[src/emap_pkg.sv]
// Purpose: Shared constants, types and helpers for the external memory access port.
// Assumes: CPU I/O space is 12 bits wide with 4-bit data; clk_sys runs at 50 MHz.
// Notes: Register offsets are the CPU's I/O data memory addresses.
package emap_pkg;

  // Timing.
  localparam int CLK_PERIOD_NS = 20;
  localparam int STROBE_NS = 80;
  localparam int STROBE_CYC = (STROBE_NS + CLK_PERIOD_NS - 1) / CLK_PERIOD_NS;

  // Register offsets.
  localparam logic [11:0] OFF_ADDR0 = 12'hF50;
  localparam logic [11:0] OFF_ADDR1 = 12'hF51;
  localparam logic [11:0] OFF_ADDR2 = 12'hF52;
  localparam logic [11:0] OFF_ADDR3 = 12'hF53;
  localparam logic [11:0] OFF_DATA_LO = 12'hF60;
  localparam logic [11:0] OFF_DATA_HI = 12'hF61;
  localparam logic [11:0] OFF_CHIP_SEL = 12'hF62;
  localparam logic [11:0] OFF_ADDR_FLOAT = 12'hF7B;
  localparam logic [11:0] OFF_EXT_BUS_CTL = 12'hF7C;
  localparam logic [11:0] VIRT_BASE = 12'hFC0;
  localparam logic [11:0] VIRT_MASK = 12'hFC0;

  // Fields of external_bus_control.
  localparam int CTL_AUTO_BIT = 0;
  localparam int CTL_STEP_BIT = 1;
  localparam int CTL_CSFLOAT_BIT = 2;

  // Reset values and build options.
  localparam logic [3:0] ADDR_FLOAT_RST = 4'h0;
  localparam logic [3:0] CS_SEL_RST = 4'hF;
  localparam logic [3:0] NIB_RST = 4'h0;
  localparam logic [13:0] ADDR_RST = 14'h0000;
  localparam logic [13:0] ADDR_PIN_EN_DFLT = 14'h3FFF;
  localparam logic [13:0] ADDR_ONE = 14'h0001;

  typedef struct packed {
    logic [11:0] addr;
    logic wrEn;
    logic rdEn;
    logic [3:0] wrData;
  } emap_cpu_req_t;

  typedef struct packed {
    logic [13:0] addrOut;
    logic [3:0] addrOe;
    logic r33Out;
    logic [7:0] dataOut;
    logic dataOe;
    logic rdN;
    logic wrN;
    logic [3:0] csN;
    logic csOe;
    logic csPullup;
  } emap_pins_t;

  localparam emap_pins_t PINS_RST = '{addrOut: 14'h0000, addrOe: 4'h0, r33Out: 1'b0,
    dataOut: 8'h00, dataOe: 1'b0, rdN: 1'b1, wrN: 1'b1, csN: 4'hF, csOe: 1'b0,
    csPullup: 1'b1};

  typedef enum logic [2:0] {
    SEQ_IDLE = 3'b001,
    SEQ_STROBE = 3'b010,
    SEQ_DONE = 3'b100
  } emap_seq_state_t;

  // Bits that are plain output ports keep their value when the address steps.
  function automatic logic [13:0] stepAddr(input logic [13:0] a, input logic [13:0] en);
    logic [13:0] inc;
    inc = a + ADDR_ONE;
    return (a & ~en) | (inc & en);
  endfunction : stepAddr

  function automatic logic isVirt(input logic [11:0] a);
    return (a & VIRT_MASK) == VIRT_BASE;
  endfunction : isVirt

endpackage : emap_pkg

[src/emap_port.sv]
// Purpose: External parallel memory access port driven from CPU I/O registers.
// Assumes: The CPU issues one request at a time and waits for cpuAck.
// Notes: A byte moves as two nibbles; the high nibble completes a write.
`timescale 1ns/100ps
// Overview of operation
// Chip-select float bit drives four select pins when 1, floats them when 0.
// Writing 1 to the step command bit increments the 14-bit address.
// Auto-step enable picks automatic increment when 1; cleared at reset.
// Address bits come from the four output nibble registers in order.
// With a read-write device the address bit 13 pin becomes write strobe.
// Data bits 3..0 use the low nibble register, 7..4 the high one.
// Software moves each byte low nibble first, then high nibble.
// Data register writes give a write strobe, reads a read strobe.
// Build option chooses which address pins take part; others stay outputs.
// Even virtual addresses reach the low nibble, odd the high nibble.
// Each select register bit maps to one pin; 0 selects, 1 deselects.
// A selected pin goes low only during an access, then returns high.
// Software writes the select register whole, never read-modify-write.
// Pull-ups are on while the select pins float.
// Auto mode advances the address on data accesses without software.
// Address and data registers hold no guaranteed value after reset.
// Four float bits each drive or float one address pin group.
// Auto mode steps once per byte, after the high nibble access.
module emap_port #(
  parameter logic [13:0] ADDR_PIN_EN = emap_pkg::ADDR_PIN_EN_DFLT,
  parameter bit RW_DEVICE = 1'b0
) (
  // Clock and reset
  input wire logic clk_sys,
  input wire logic rst_b,
  // CPU register port
  input wire emap_pkg::emap_cpu_req_t cpuReq,
  output logic [3:0] cpuRdData,
  output logic cpuAck,
  // External bus
  input wire logic [7:0] extDataIn,
  output emap_pkg::emap_pins_t extPins
);

  logic [13:0] addr_r;
  logic [13:0] addr_nxt;
  logic [1:0] portHi_r;
  logic [3:0] loNib_r;
  logic [3:0] hiNib_r;
  logic [3:0] csSel_r;
  logic [3:0] addrFloat_r;
  logic csFloat_r;
  logic autoStep_r;
  logic busy_r;
  logic accWrite_r;
  logic [7:0] dataS1_r;
  logic [7:0] dataS2_r;
  logic [3:0] rdData_r;
  logic [3:0] rdData_nxt;
  logic ack_r;
  emap_pkg::emap_pins_t pins_r;
  emap_pkg::emap_pins_t pins_nxt;
  logic seqActive;
  logic seqDone;

  // Decode; requests arriving while an external strobe runs are ignored.
  wire logic [11:0] a = cpuReq.addr;
  wire logic [3:0] d = cpuReq.wrData;
  wire logic wrReq = cpuReq.wrEn && !busy_r;
  wire logic rdReq = cpuReq.rdEn && !cpuReq.wrEn && !busy_r;
  wire logic hitA0 = (a == emap_pkg::OFF_ADDR0);
  wire logic hitA1 = (a == emap_pkg::OFF_ADDR1);
  wire logic hitA2 = (a == emap_pkg::OFF_ADDR2);
  wire logic hitA3 = (a == emap_pkg::OFF_ADDR3);
  wire logic hitLo = (a == emap_pkg::OFF_DATA_LO) || (emap_pkg::isVirt(a) && !a[0]);
  wire logic hitHi = (a == emap_pkg::OFF_DATA_HI) || (emap_pkg::isVirt(a) && a[0]);
  wire logic hitCs = (a == emap_pkg::OFF_CHIP_SEL);
  wire logic hitFlt = (a == emap_pkg::OFF_ADDR_FLOAT);
  wire logic hitCtl = (a == emap_pkg::OFF_EXT_BUS_CTL);

  // The high nibble write closes the byte and starts the write strobe; the low
  // nibble read starts the read strobe and fetches the whole byte.
  wire logic startWr = wrReq && hitHi;
  wire logic startRd = rdReq && hitLo;
  wire logic stepCmd = wrReq && hitCtl && d[emap_pkg::CTL_STEP_BIT];
  wire logic autoInc = autoStep_r && ((seqDone && accWrite_r) || (rdReq && hitHi));
  wire logic rdDone = seqDone && !accWrite_r;

  emap_strobe_seq u_seq (
    .clk_sys(clk_sys),
    .rst_b(rst_b),
    .start(startWr || startRd),
    .active(seqActive),
    .done(seqDone)
  );

  // Address register writes, then stepping.
  wire logic [13:0] addrWrVal =
    hitA0 ? {addr_r[13:4], d} :
    hitA1 ? {addr_r[13:8], d, addr_r[3:0]} :
    hitA2 ? {addr_r[13:12], d, addr_r[7:0]} :
    {d[1:0], addr_r[11:0]};
  wire logic addrWr = wrReq && (hitA0 || hitA1 || hitA2 || hitA3);
  assign addr_nxt = addrWr ? addrWrVal :
    (stepCmd || autoInc) ? emap_pkg::stepAddr(addr_r, ADDR_PIN_EN) : addr_r;

  // Register read mux; the select register is write-only and reads zero.
  wire logic [3:0] regVal =
    hitA0 ? addr_r[3:0] :
    hitA1 ? addr_r[7:4] :
    hitA2 ? addr_r[11:8] :
    hitA3 ? {portHi_r, addr_r[13:12]} :
    hitHi ? hiNib_r :
    hitFlt ? addrFloat_r :
    hitCtl ? {1'b0, csFloat_r, 1'b0, autoStep_r} : 4'h0;
  assign rdData_nxt = rdDone ? dataS2_r[3:0] : rdReq ? regVal : rdData_r;

  // Pin values; strobes and selects are only active inside a strobe window.
  wire logic strobeWr = seqActive && accWrite_r;
  wire logic strobeRd = seqActive && !accWrite_r;
  wire logic wrPin = !strobeWr;
  assign pins_nxt.addrOut = {RW_DEVICE ? wrPin : addr_r[13], addr_r[12:0]};
  assign pins_nxt.addrOe = addrFloat_r;
  assign pins_nxt.r33Out = portHi_r[1];
  assign pins_nxt.dataOut = {hiNib_r, loNib_r};
  assign pins_nxt.dataOe = strobeWr;
  assign pins_nxt.rdN = !strobeRd;
  assign pins_nxt.wrN = wrPin;
  assign pins_nxt.csN = (strobeWr || strobeRd) ? csSel_r : 4'hF;
  assign pins_nxt.csOe = csFloat_r;
  assign pins_nxt.csPullup = !csFloat_r;

  // Pin inputs pass two flip-flops before the capture.
  always_ff @(posedge clk_sys or negedge rst_b)
  begin
    if (!rst_b)
    begin
      dataS1_r <= 8'h00;
      dataS2_r <= 8'h00;
    end
    else
    begin
      dataS1_r <= extDataIn;
      dataS2_r <= dataS1_r;
    end
  end

  // Address and data registers have no defined reset value to software; they
  // are cleared here only so the pins never show unknowns.
  always_ff @(posedge clk_sys or negedge rst_b)
  begin
    if (!rst_b)
    begin
      addr_r <= emap_pkg::ADDR_RST;
      portHi_r <= 2'h0;
      loNib_r <= emap_pkg::NIB_RST;
      hiNib_r <= emap_pkg::NIB_RST;
    end
    else
    begin
      addr_r <= addr_nxt;
      if (wrReq && hitA3)
        portHi_r <= d[3:2];
      if (wrReq && hitLo)
        loNib_r <= d;
      else if (rdDone)
        loNib_r <= dataS2_r[3:0];
      if (wrReq && hitHi)
        hiNib_r <= d;
      else if (rdDone)
        hiNib_r <= dataS2_r[7:4];
    end
  end

  always_ff @(posedge clk_sys or negedge rst_b)
  begin
    if (!rst_b)
    begin
      csSel_r <= emap_pkg::CS_SEL_RST;
      addrFloat_r <= emap_pkg::ADDR_FLOAT_RST;
      csFloat_r <= 1'b0;
      autoStep_r <= 1'b0;
    end
    else
    begin
      if (wrReq && hitCs)
        csSel_r <= d;
      if (wrReq && hitFlt)
        addrFloat_r <= d;
      if (wrReq && hitCtl)
      begin
        csFloat_r <= d[emap_pkg::CTL_CSFLOAT_BIT];
        autoStep_r <= d[emap_pkg::CTL_AUTO_BIT];
      end
    end
  end

  always_ff @(posedge clk_sys or negedge rst_b)
  begin
    if (!rst_b)
    begin
      busy_r <= 1'b0;
      accWrite_r <= 1'b0;
      rdData_r <= 4'h0;
      ack_r <= 1'b0;
      pins_r <= emap_pkg::PINS_RST;
    end
    else
    begin
      busy_r <= (startWr || startRd) || (busy_r && !seqDone);
      if (startWr || startRd)
        accWrite_r <= startWr;
      rdData_r <= rdData_nxt;
      ack_r <= seqDone || (wrReq && !hitHi) || (rdReq && !hitLo);
      pins_r <= pins_nxt;
    end
  end

  assign cpuRdData = rdData_r;
  assign cpuAck = ack_r;
  assign extPins = pins_r;
endmodule : emap_port

[src/emap_strobe_seq.sv]
// Purpose: Times one external strobe of fixed length.
// Assumes: start is a one-cycle pulse given only while idle.
// Notes: active stands for STROBE_CYC cycles, then done pulses once.
`timescale 1ns/100ps
module emap_strobe_seq (
  // Clock and reset
  input wire logic clk_sys,
  input wire logic rst_b,
  // Control
  input wire logic start,
  output logic active,
  output logic done
);

  emap_pkg::emap_seq_state_t state_r;
  emap_pkg::emap_seq_state_t state_nxt;
  logic [2:0] count_r;
  logic [2:0] count_nxt;
  wire logic lastCyc = (count_r == 3'h0);

  always_comb
  begin
    state_nxt = state_r;
    count_nxt = count_r;
    unique case (state_r)
      emap_pkg::SEQ_IDLE:
      begin
        if (start)
        begin
          state_nxt = emap_pkg::SEQ_STROBE;
          count_nxt = 3'(emap_pkg::STROBE_CYC - 1);
        end
      end
      emap_pkg::SEQ_STROBE:
      begin
        count_nxt = count_r - 3'h1;
        if (lastCyc)
        begin
          state_nxt = emap_pkg::SEQ_DONE;
          count_nxt = 3'h0;
        end
      end
      emap_pkg::SEQ_DONE:
      begin
        state_nxt = emap_pkg::SEQ_IDLE;
      end
      default:
      begin
        state_nxt = emap_pkg::SEQ_IDLE;
      end
    endcase
  end

  always_ff @(posedge clk_sys or negedge rst_b)
  begin
    if (!rst_b)
    begin
      state_r <= emap_pkg::SEQ_IDLE;
      count_r <= 3'h0;
    end
    else
    begin
      state_r <= state_nxt;
      count_r <= count_nxt;
    end
  end

  assign active = (state_r == emap_pkg::SEQ_STROBE);
  assign done = (state_r == emap_pkg::SEQ_DONE);

endmodule : emap_strobe_seq

[config.mk]
export PLATFORM = sky130hd
export DESIGN_NAME = emap_port
export DESIGN_NICKNAME = d
export VERILOG_FILES = /design/src/emap_pkg.sv /design/src/emap_port.sv /design/src/emap_strobe_seq.sv
export SDC_FILE = /design/constraint.sdc
export NUM_CORES = 1
export LEC_CHECK = 0
export ABC_AREA = 1
export BUFFER_PORTS_ARGS = -buffer_cell sky130_fd_sc_hd__buf_2
export CELL_PAD_IN_SITES_DETAIL_PLACEMENT = 0
export CELL_PAD_IN_SITES_GLOBAL_PLACEMENT = 1
export CORE_MARGIN = 2
export CORE_UTILIZATION = 46
export CTS_CLUSTER_SIZE = 10
export DETAILED_ROUTE_END_ITERATION = 10
export PLACE_DENSITY_LB_ADDON = 0.15
export RECOVER_POWER = 100
export SYNTH_ARGS = -nofsm -noshare
export SYNTH_HDL_FRONTEND = slang
export SYNTH_SLANG_ARGS = --single-unit
[constraint.sdc]
create_clock -name clk_sys -period 4.2 [get_ports clk_sys]
set_input_delay 0.84 -clock clk_sys [delete_from_list [all_inputs] [get_ports clk_sys]]
set_output_delay 0.84 -clock clk_sys [all_outputs]
set_load 0.05 [all_outputs]
* Yosys cells after proc, flatten, opt, wreduce, memory -nomap -nowiden
Index checks and enable logic that the tools add are counted.
** Word-level totals
- Input port bits :: 28
- Bits in latches :: 0
- ROM bits :: 0
- RAM bits :: 0
- Logic and storage cells :: 134
- Register bits :: 99
- Memories :: 0
- Output and inout port bits :: 41
** Cells by class
- Shift-type cells :: 0
- Equal/unequal tests :: 21
- Multiplexer cells :: 25
- Order comparisons :: 0
- Multipliers :: 0
- Divide/modulo/power cells :: 0
- Bitwise gates (word level) :: 0
- Reduce and logical (&&, ||, !) cells :: 57
- Add/subtract/negate cells :: 2
** Operators by type and width (count)
- 12-bit equality test (second input constant) :: 9
- 14-bit two-way mux :: 5
- 4-bit two-way mux :: 13
- 1-bit logical AND :: 23
- 3-bit two-way mux :: 5
- 14-bit by 1-bit adder with 14-bit output (second input constant) :: 1
- 1-bit logical OR :: 12
- 2-bit != test (second input constant) :: 6
- 3-bit one-hot mux with 2 select lines :: 2
- 1-bit zero test :: 10
- 2-bit nonzero test :: 5
- 4-bit AND reduction :: 2
- 6-bit equality test (second input constant) :: 1
- 2-bit AND reduction :: 3
- 2-bit by 1-bit != test with 1-bit output (second input constant) :: 2
- 3-bit by 1-bit equality test with 1-bit output (second input constant) :: 1
- 3-bit by 2-bit equality test with 1-bit output (second input constant) :: 1
- 3-bit equality test (second input constant) :: 1
- 3-bit zero test :: 1
- 3-bit AND reduction :: 1
- 3-bit by 1-bit subtractor with 3-bit output (second input constant) :: 1

* Longest topological paths before layout
Gate-level depths: netlist (run 1).
- Depth in word-level cells :: 10
- Depth in mapped cells :: 13
- Mapped depth without buffers :: 13

* Modules after synthesis
Synthesis (run 1) repeated with hierarchy kept, for this count alone.
** Unflattened totals
- Cell total of the unflattened synthesis :: 477
- Area, all modules :: 4546.9 um^2
** Modules (own cells, without submodules)
- emap_port :: times used 1, area an instance 4237.8 um^2, cells each 439
- emap_strobe_seq :: times used 1, area an instance 309.0 um^2, cells each 38

* Worst setup path before layout (run 1)
No wires, ideal clock.
- Path kind :: input -> register
- Start :: input port cpuReq[5] in the netlist's numbering
- End :: register addr_r[13]
- Cell stages on the path :: 10
- Data required time :: 4.083 ns
- Path slack :: 2.199 ns
- Data arrival time :: 1.883 ns
- Cells stage by stage :: inv_2 nor2_4 nand2_1 nor2_4 inv_2 buf_2 nand3_1 nand2_1 nand4_1 nand2_1
** On the way
- Longest elaborated chain between the ends :: 9
- Elaborated cells between the ends (all ways) :: 17
** RTL lines
- start: declaration :: RTL line emap_port.sv:32 : input wire emap_pkg::emap_cpu_req_t cpuReq,
- 1-bit zero test :: RTL line emap_port.sv:65 : wire logic rdReq = cpuReq.rdEn && !cpuReq.wrEn && !busy_r;
- 1-bit logical AND (2 in series) :: RTL line emap_port.sv:65
- 1-bit logical AND :: RTL line emap_port.sv:81 : wire logic autoInc = autoStep_r && ((seqDone && accWrite_r) || (rdReq && hitHi));
- 1-bit logical OR :: RTL line emap_port.sv:81
- 1-bit logical AND :: RTL line emap_port.sv:81
- 1-bit logical OR :: RTL line emap_port.sv:100 : (stepCmd || autoInc) ? emap_pkg::stepAddr(addr_r, ADDR_PIN_EN) : addr_r;
- 2-bit nonzero test (no line)
- 4-bit AND reduction (no line)
- end signal: assignment :: RTL line emap_port.sv:149 : addr_r <= emap_pkg::ADDR_RST;
- end signal: assignment :: RTL line emap_port.sv:156 : addr_r <= addr_nxt;
- end: declaration :: RTL line emap_port.sv:40 : logic [13:0] addr_r;
Parallel ways exist; a longest one is shown, timed or not.
A chain may end at the register's enable or synchronous reset.

* Worst setup path after layout (run 1)
- Start :: input port cpuReq[16] in the netlist's numbering
- End :: register addr_r[6]
** On the way
- Longest elaborated chain between the ends :: 9
- Elaborated cells between the ends (all ways) :: 26
** RTL lines
- 6-bit equality test :: RTL line emap_pkg.sv:75 : return (a & VIRT_MASK) == VIRT_BASE;
- 1-bit logical AND :: RTL line emap_port.sv:71 : wire logic hitHi = (a == emap_pkg::OFF_DATA_HI) || (emap_pkg::isVirt(a) && a[0]);
- 1-bit logical OR :: RTL line emap_port.sv:71
- 1-bit logical AND :: RTL line emap_port.sv:81
- 1-bit logical OR :: RTL line emap_port.sv:81
- 1-bit logical AND :: RTL line emap_port.sv:81
- 1-bit logical OR :: RTL line emap_port.sv:100
- 2-bit nonzero test (no line)
- 3-bit AND reduction (no line)
Parallel ways exist; a longest one is shown, timed or not. The select of a mux whose other input is x is not followed.

==> results of run 1 <==
[cells in the final DEF, fill, tap and decap left out, drive strengths merged]
master	synthesis	final
o31ai	2	2
mux2	1	1
nor2	35	35
or2	4	4
o22ai	3	3
nor3	8	8
dfrtp	87	87
dfstp	12	12
xor2	3	3
clkbuf	3	55
a21oi	14	14
nand2	149	149
o211ai	2	2
a211oi	1	1
o2111ai	1	1
clkinv	0	1
ha	3	3
nand3b	1	1
a22o	1	1
buf	4	26
clkinvlp	0	1
mux2i	1	1
nand3	50	50
inv	61	63
bufinv	0	1
o221ai	1	1
nand4	23	23
o21ai	32	32
[worst paths after layout]
kind | slack (ns) | end | cells past startpoint
max reg2reg | 2.27 | addr_r[11] | 7
max | 1.27 | addr_r[6] | 11
min | 0.36 | dataS2_r[7] | 0
min in group asynchronous | 0.88 | extPins[21] | 1
min reg2reg | 0.36 | dataS2_r[7] | 0
max in group asynchronous | 2.10 | extPins[6] | 2
[metrics by stage]
step,setup slack [ns],power (uW),area (um2)
CTS,2.07,1690,5170
floorplan,2.20,1000,4470
global route,1.03,1740,5060
detailed placement,1.64,1050,4960
finish,1.27,1660,5060
global placement,1.68,1050,4960
[cells by family after synthesis]
kind of cell,share of synthesized area (%)
mux,0.476
buf+inv,5.82
fa+ha+maj,0.839
flops,55.7
simple gates,29.3
xor+xnor,0.588
compound gates,7.25
[layer usage]
layer | vias to the layer above | wire (um) | track usage [%]
met1 | 1722 | 5070 | 30.5
met4 | 0 | 104 | 5.74
met3 | 10 | 538 | 5.63
met2 | 94 | 4930 | 35.0
met5 | - | 0 | 0
li1 | 1784 | - | -
[flip-flops by register name (all words and copies together), names as in the netlist, 3 cells and up]
signal and flops:
dataS2_r 8, u_seq.state_r 3, hiNib_r 4, addrFloat_r 4, addr_r 14, loNib_r 4, csSel_r 4, cpuRdData 4
dataS1_r 8, extPins 36, u_seq.count_r 3
[power breakdown]
part | internal (uW) | switching (uW) | leakage, uW
logic | 14.9 | 47.1 | 0.00113
registers | 961 | 2.08 | 0.00120
clock network | 300 | 334 | 0.000102
total | 1280 | 383 | 0.00243
[final cells by class]
cell class                 count  area [um2]  area share [%]
clock inverter                 5        66.3            1.31
sequential                    99        2490            49.2
timing repair buffer          70         302            5.96
tap                          129         161            3.19
clock buffer                  11         141            2.79
multi-input combinational    335        1670            33.0
inverter                      61         229            4.52
[critical path: cells and delay by family]
| family | cells | cell delay (ns) |
|---|---|---|
| simple gates | 7 | 1.85 |
| buf+inv | 3 | 0.29 |
| compound gates | 1 | 0.24 |
==> flow_summary.ini, run 1 <==
[outcome]
status = finished, violations left
violations = max-capacitance violations, max-slew violations

[setup_path]
required_ns = 4.50
criticalPathCategory = in2reg
path_cells = clkbuf_1, nand2_2, nor2_1, nand2_1, nor2_1, inv_2, nor2_4, inv_2, o31ai_1, nand2_1, nand2_1
r2r-start = busy_r
cpMaxStageDelayCell = nor2_1
crit_start = cpuReq[16]
path_max_fanout = 18
crit_arrival_ns = 3.23
cpPeakStageDelay_ns = 0.81
crit_top_cell = nand2_1
worstSetupEndpointType = flop
worst_setup_path_start_kind = primary input

[hold_path]
hold_start = dataS1_r[7]
hold_class = reg2reg

[floorplan]
core-area_um2 = 9330
placementRows = 35
die-area_um2 = 10500
start_util_pct = 47.9
die_width_um = 103
io_pins = 69
die_h_um = 103

[finish]
area_delta_synth_final_pct = 13.2
fin_util_pct = 54.3
drive_gt1_share_pct = 14.6
fillers = 930
fin_cells = 710
fin_nets = 607
n_antenna_cell = 0

[yosys]
synthFlopType = dfrtp_1
synth.most_common_cell = nand2_1
synthesis.nets = 533
synth_edf_count = 0
synth_cells = 502
synth_top_cell_by_area = dfrtp_1
netlist.area_leader.share_pct = 48.7
yosys_warnings = 0
synth_area_leaders = dfrtp_1, nand2_1, dfstp_2
async_flop_share_pct = 100
ys_seq_area_share_pct = 55.7
synth_common_cells = nand2_1, dfrtp_1, inv_1, nand3_1
synth_area_per_cell_um2 = 8.91
yosysUniqueCellTypes = 37
postSynthRegisterBits = 99
synth_area_um2 = 4470

[cts]
postCtsSetupBuffers = 0
cts_tree = done
clkTransAtPathRegs_ns = 0.09
clockBufferDepth = 2
ctsResizeCount = 0
clock_sinks = 99
ctsHtreeMaxLevel = 3
cts-root-buf = clkbuf_8
insertion_delay_ns = 0.37
cts_hold_buf = 0
cts-buffers-inserted = 9

[routing]
ant_nets = 0
route.final.wire_length_mm = 10.6
remaining_drc_errors = 0
via_count = 3610
routedWlPerCell_um = 15.0
drt_iter0_markers = 146
vias_per_cell = 5.08
dr.pass1.iters = 4

[global_routing]
gr-usage-all-layers_pct = 22.1
antenna_found_initial = 0
grt_max_degree = 69
first_global_vias = 3517
grt-ovfl-total = 0
grt_pass1_wl_mm = 17.5

[power]
p_leak_uw = 0.00243
vdd_drop_max_mv = 0.284
powerDensity_nw_per_um2 = 328

[timing]
max_freq_mhz = 341
max-slew-margin-rel_pct = -7.09
min_period_ns = 2.93
slew_violations = 69
fin_crit_sh_pct = 69.8
holdWs_ns = 0.356
rsz0062_at_grt = no
hold_viol_final = 0
fin_skew_ns = 0.0171
setup_viol = 0
fin_setup_tns_ns = 0
worstMarginPinSlew_ns = 1.61

[run]
cap_violations = 1

[placed_design]
io_buffers = 68
place_inst = 694
gp_congestion = 0.908
hpwl_mm = 8.01
(Power assumes the default switching activity.)
==> run 2: changes to the inputs <==
--- a/config.mk
+++ b/config.mk
@@ -10,7 +10,7 @@
 export CELL_PAD_IN_SITES_DETAIL_PLACEMENT = 0
 export CELL_PAD_IN_SITES_GLOBAL_PLACEMENT = 1
 export CORE_MARGIN = 2
-export CORE_UTILIZATION = 46
+export CORE_UTILIZATION = 43
 export CTS_CLUSTER_SIZE = 10
 export DETAILED_ROUTE_END_ITERATION = 10
 export PLACE_DENSITY_LB_ADDON = 0.15
==> constraint.sdc (replaced) <==
create_clock -name clk_sys -period 2.7 [get_ports clk_sys]
set_input_delay 0.54 -clock clk_sys [delete_from_list [all_inputs] [get_ports clk_sys]]
set_output_delay 0.54 -clock clk_sys [all_outputs]
set_load 0.05 [all_outputs]
==> run 2 against run 1 <==
  * The run still ends with max-capacitance violations, max-slew violations left
  * Cell area unchanged
  * Sequential power grew 56%
  * Largest power group unchanged
  * Via count fell by 2.3%
  * Count of clock-buffer cells in the layout decreased by 1
  * Die area is 6.7% higher
  * Setup slack worse by 0.71 ns
  * Cell count is 0.99% higher
  * Clock skew is 0.0096 ns lower
  * Sequential cell count unchanged
==> flow_summary.ini, run 2 (synthesis gave the netlist of run 1 again) <==
[global_routing]
first_global_vias = 3513
grt_max_degree = 69
antenna_found_initial = 0
grt-ovfl-total = 0
grt_pass1_wl_mm = 17.8
gr-usage-all-layers_pct = 20.5

[floorplan]
core-area_um2 = 10200
placementRows = 37
die_width_um = 106
die_h_um = 106
io_pins = 69
die-area_um2 = 11200
start_util_pct = 43.7

[setup_path]
worstSetupEndpointType = flop
crit_top_cell = nand2_1
worst-r2r-setup-slack_ns = 0.56
ff2ff_path_depth = 10
required_ns = 3.00
crit_start = busy_r
path_depth = 10
worst_setup_path_start_kind = flop
r2r-start = busy_r
cpMaxStageDelayCell = dfrtp_1
crit_family = simple AND/OR/NAND/NOR gates
reg2reg_to = addr_r[3]
worst-path-buf-inv = 2
cpPeakStageDelay_ns = 0.41
criticalPathCategory = reg2reg
path_max_fanout = 8
crit_arrival_ns = 2.44
crit_end = addr_r[3]
path_cells = nor2_4, clkbuf_1, inv_1, nor2_1, nand2_1, nand2_1, nand2_4, nand2_1, nand2_1, nand2_1

[routing]
route.final.wire_length_mm = 10.6
vias_per_cell = 4.92
remaining_drc_errors = 0
drt_iter0_markers = 205
via_count = 3527
ant_nets = 0
routedWlPerCell_um = 14.8
dr.pass1.iters = 4

[timing]
fin_skew_ns = 0.00752
hold_viol_final = 0
slew_violations = 32
setup_slack_ns = 0.560
rsz0062_at_grt = no
max_freq_mhz = 467
setup_viol = 0
worstMarginPinSlew_ns = 1.80
fin_setup_tns_ns = 0
max-slew-margin-rel_pct = -20.1
min_period_ns = 2.14
fin_crit_sh_pct = 79.3

[finish]
n_antenna_cell = 0
fillers = 1043
drive_gt1_share_pct = 14.6
layout_common_cells = nand2_1, dfrtp_1, inv_1
largest_reg_flops = 36
final_common_cell = nand2_1
fin_util_pct = 49.5
fin_nets = 608
area_delta_synth_final_pct = 13.2

[cts]
insertion_delay_ns = 0.36
clock_sinks = 99
cts-root-buf = clkbuf_8
cts_hold_buf = 0
clkTransAtPathRegs_ns = 0.09
clockBufferDepth = 2
cts-buffers-inserted = 9
ctsResizeCount = 0
cts_tree = done
postCtsSetupBuffers = 0
ctsHtreeMaxLevel = 3

[placed_design]
gp_congestion = 0.888
io_buffers = 68
dpl_worst_slack_ns = 0.485
hpwl_mm = 7.84

[power]
powerDensity_nw_per_um2 = 482
p_leak_uw = 0.00242
vdd_drop_max_mv = 0.312

[hold_path]
hold_class = in2reg

[outcome]
status = finished, violations left
violations = max-capacitance violations, max-slew violations

[run]
cap_violations = 1
run 2: worst min path at each step:
stage          cells past startpoint          from     endpoint
2_1_floorplan                      0         rst_b   accWrite_r
3_3_place_gp                       0   dataS1_r[1]  dataS2_r[1]
6_report                           1  extDataIn[1]  dataS1_r[1]
4_1_cts                            1         rst_b  extPins[20]
3_5_place_dp                       0   dataS1_r[2]  dataS2_r[2]
5_1_grt                            1  extDataIn[3]  dataS1_r[3]
run 2: report_power, final:
| part | leakage (uW) | switching, uW | internal, uW |
|---|---|---|---|
| Clock | 0.0000710 | 504 | 333 |
| Sequential | 0.00120 | 3.15 | 1490 |
| Combinational | 0.00115 | 75.8 | 26.3 |
run 2: final cells by class:
| class | count | area, um2 | share of cell area (%) |
|---|---|---|---|
| clock buffer | 10 | 128 | 2.52 |
| tap | 136 | 170 | 3.36 |
| sequential | 99 | 2490 | 49.2 |
| inverter | 61 | 229 | 4.52 |
| timing repair buffer | 71 | 315 | 6.23 |
| multi-input combinational | 335 | 1690 | 33.3 |
| clock inverter | 5 | 38.8 | 0.766 |
run 2: per-stage QoR:
step | power, uW | cell area [um2] | hold WS (ns) | std cells
global placement | 1630 | 4990 | 0.332 | 702
detailed placement | 1630 | 4990 | 0.335 | 702
finish | 2440 | 5060 | 0.280 | 717
floorplan | 1560 | 4470 | 0.244 | 502
global route | 2550 | 5060 | 0.251 | 717
CTS | 2480 | 5150 | 0.105 | 717
run 2: metal layers:
metal,global-route usage (%),wire length [um],vias up
met4,7.80,110,0
met1,30.0,5230,1655
met5,0,0,-
li1,-,-,1786
met3,2.94,468,9
met2,31.0,4800,77
==> run 3: changes to the inputs <==
--- a/config.mk
+++ b/config.mk
@@ -5,12 +5,12 @@
 export SDC_FILE = /design/constraint.sdc
 export NUM_CORES = 1
 export LEC_CHECK = 0
-export ABC_AREA = 1
+export ABC_AREA = 0
 export BUFFER_PORTS_ARGS = -buffer_cell sky130_fd_sc_hd__buf_2
 export CELL_PAD_IN_SITES_DETAIL_PLACEMENT = 0
 export CELL_PAD_IN_SITES_GLOBAL_PLACEMENT = 1
 export CORE_MARGIN = 2
-export CORE_UTILIZATION = 43
+export CORE_UTILIZATION = 40
 export CTS_CLUSTER_SIZE = 10
 export DETAILED_ROUTE_END_ITERATION = 10
 export PLACE_DENSITY_LB_ADDON = 0.15
==> constraint.sdc (replaced) <==
create_clock -name clk_sys -period 1.78 [get_ports clk_sys]
set_input_delay 0.356 -clock clk_sys [delete_from_list [all_inputs] [get_ports clk_sys]]
set_output_delay 0.356 -clock clk_sys [all_outputs]
set_load 0.05 [all_outputs]
==> run 3 against run 2 <==
  * The run ends with negative setup slack left
  * Synthesized cell count fell by 27%
  * Wire length grew 9.0%
  * First-iteration DRC count fell by 11%
  * Core utilization up 4.2 points
  * Cell count fell by 9.1%
  * Total power grew 71%
  * Sequential share of layout area fell by 4.3 points
  * Critical path depth shrank 3
  * Cell area up 9.5%
  * Largest cell class unchanged
  * Highest routed layer unchanged
==> flow_summary.ini, run 3 <==
[global_routing]
grt_max_degree = 31
first_global_vias = 3435
antenna_found_initial = 0
grt_pass1_wl_mm = 18.5
grt-ovfl-total = 0
gr-usage-all-layers_pct = 21.5

[finish]
layout_common_cells = dfrtp_1, buf_4, clkbuf_1
n_antenna_cell = 0
fin_nets = 542
area_delta_synth_final_pct = 30.3
multi_input_area_um2 = 1780
fin_cells = 652
fillers = 959
drive_gt1_share_pct = 34.9
largest_reg_flops = 36
final_common_cell = dfrtp_1
seqCellArea_um2 = 2490

[timing]
hold_viol_final = 0
fin_setup_tns_ns = -0.118
setup_slack_ns = -0.0743
holdWs_ns = 0.0556
max_freq_mhz = 539
fin_crit_sh_pct = 104
rsz0062_at_grt = yes
worstMarginPinSlew_ns = 0.689
max-slew-margin-rel_pct = 54.1
fin_skew_ns = 0.00885
slew_violations = 0
setup_viol = 5
min_period_ns = 1.85

[hold_path]
hold_path_end = dataS1_r[4]
hold_class = in2reg
hold_start = extDataIn[4]
min_delay_path_depth = 1

[setup_path]
path_cells = nand4b_4, or2_4, o31ai_4, o21ai_2, buf_6, o211ai_1, o311ai_2
crit_arrival_ns = 2.12
worst-path-buf-inv = 1
worst_setup_path_start_kind = flop
criticalPathCategory = reg2reg
required_ns = 2.05
cpPeakStageDelay_ns = 0.39
worst-r2r-setup-slack_ns = -0.07
reg2reg_to = addr_r[2]
ff2ff_path_depth = 7
path_max_fanout = 4
worstSetupEndpointType = flop
r2r-start = busy_r
cpMaxStageDelayCell = dfrtp_1
crit_family = compound AO/OA/AOI/OAI gates

[yosys]
yosysUniqueCellTypes = 66
synth_cells = 368
synth_area_per_cell_um2 = 11.6
synth_area_leaders = dfrtp_1, dfstp_2, nand2_1
synth.most_common_cell = dfrtp_1
yosys_warnings = 0
postSynthRegisterBits = 99
synth_top_cell_by_area = dfrtp_1
synth_edf_count = 0
synthFlopType = dfrtp_1
netlist.area_leader.share_pct = 51.2
ys_seq_area_share_pct = 58.6
synth_common_cells = dfrtp_1, nand2_1, nor2_1, a21oi_1
synth_area_um2 = 4260
async_flop_share_pct = 100
synthesis.nets = 399

[cts]
cts-buffers-inserted = 9
ctsHtreeMaxLevel = 3
cts-root-buf = clkbuf_8
clockBufferDepth = 2
cts_tree = done
insertion_delay_ns = 0.40
clock_sinks = 99
clkTransAtPathRegs_ns = 0.10

[routing]
vias_per_cell = 5.26
dr.pass1.iters = 4
ant_nets = 0
via_count = 3428
drt_iter0_markers = 182
remaining_drc_errors = 0
routedWlPerCell_um = 17.7
route.final.wire_length_mm = 11.6

[outcome]
violations = negative setup slack
status = finished, violations left

[power]
vdd_drop_max_mv = 0.673
total_power_uw = 4170
powerDensity_nw_per_um2 = 753
p_leak_uw = 0.00242

[placed_design]
place_inst = 631
gp_congestion = 0.927
io_buffers = 68
hpwl_mm = 8.67

[floorplan]
die-area_um2 = 11500
start_util_pct = 41.2
placementRows = 37
die_h_um = 107
core-area_um2 = 10300
io_pins = 69
die_width_um = 107

[run]
cap_violations = 0
[run 3: area by class of cell]
| cell class | instances | share of cell area, % |
|---|---|---|
| repair buffers | 147 | 15.9 |
| well taps | 136 | 3.07 |
| multi-input cells | 245 | 32.1 |
| inverters | 9 | 0.609 |
| clock inverters | 7 | 1.08 |
| clock buffers | 9 | 2.23 |
| flip-flops and latches | 99 | 45.0 |
[run 3: stage by stage]
stage	area [um2]	setup slack, ns	utilization (%)
CTS	5530	-0.0663	53.5
finish	5540	-0.0743	53.7
global route	5540	-0.204	53.7
detailed placement	5270	-0.254	51.0
floorplan	4260	-0.0773	-
global placement	5270	-0.246	51.0
[run 3: kinds of logic (layout without fill, tap and decap cells)]
group / count (synthesis) / in the layout / share of synthesized area (%)
simple gates: 138 / 138 / 18.1
flops: 99 / 99 / 58.6
compound gates: 81 / 81 / 13.4
buf+inv: 24 / 172 / 2.73
mux: 23 / 23 / 6.32
fa+ha+maj: 3 / 3 / 0.882
[run 3: worst max-delay path by stage]
stage | start | to | slack (ns) | cells after the start
3_3_place_gp | cpuReq[13] | addr_r[8] | -0.25 | 8
5_1_grt | busy_r | addr_r[2] | -0.20 | 7
3_5_place_dp | cpuReq[13] | addr_r[8] | -0.25 | 8
2_1_floorplan | cpuReq[11] | addr_r[10] | -0.08 | 6
6_report | busy_r | addr_r[2] | -0.07 | 7
4_1_cts | busy_r | addr_r[10] | -0.07 | 7
[run 3: power by group]
part	leakage [uW]	switching, uW	total, uW	internal, uW
Combinational	0.00118	286	428	142
Sequential	0.00114	40.3	2360	2320
Clock	0.0000901	850	1380	534
[run 3: repair_timing]
action                                 CTS  global route
pin swaps                                6            18
endpoints found under the hold margin   26             0
hold buffers                             1             0
gates resized for setup                 12            23
buffers inserted                         1             3
setup endpoints to repair               17            19
[run 3: metal layers]
layer / routed length [um] / vias to the layer above / share of wire [%] / GRT usage (%)
met3: 505 / 18 / 4.4 / 5.71
li1: - / 1632 / - / -
met4: 266 / 0 / 2.3 / 6.96
met1: 5110 / 1695 / 44 / 28.5
met2: 5670 / 83 / 49 / 34.4
met5: 0 / - / 0 / 0
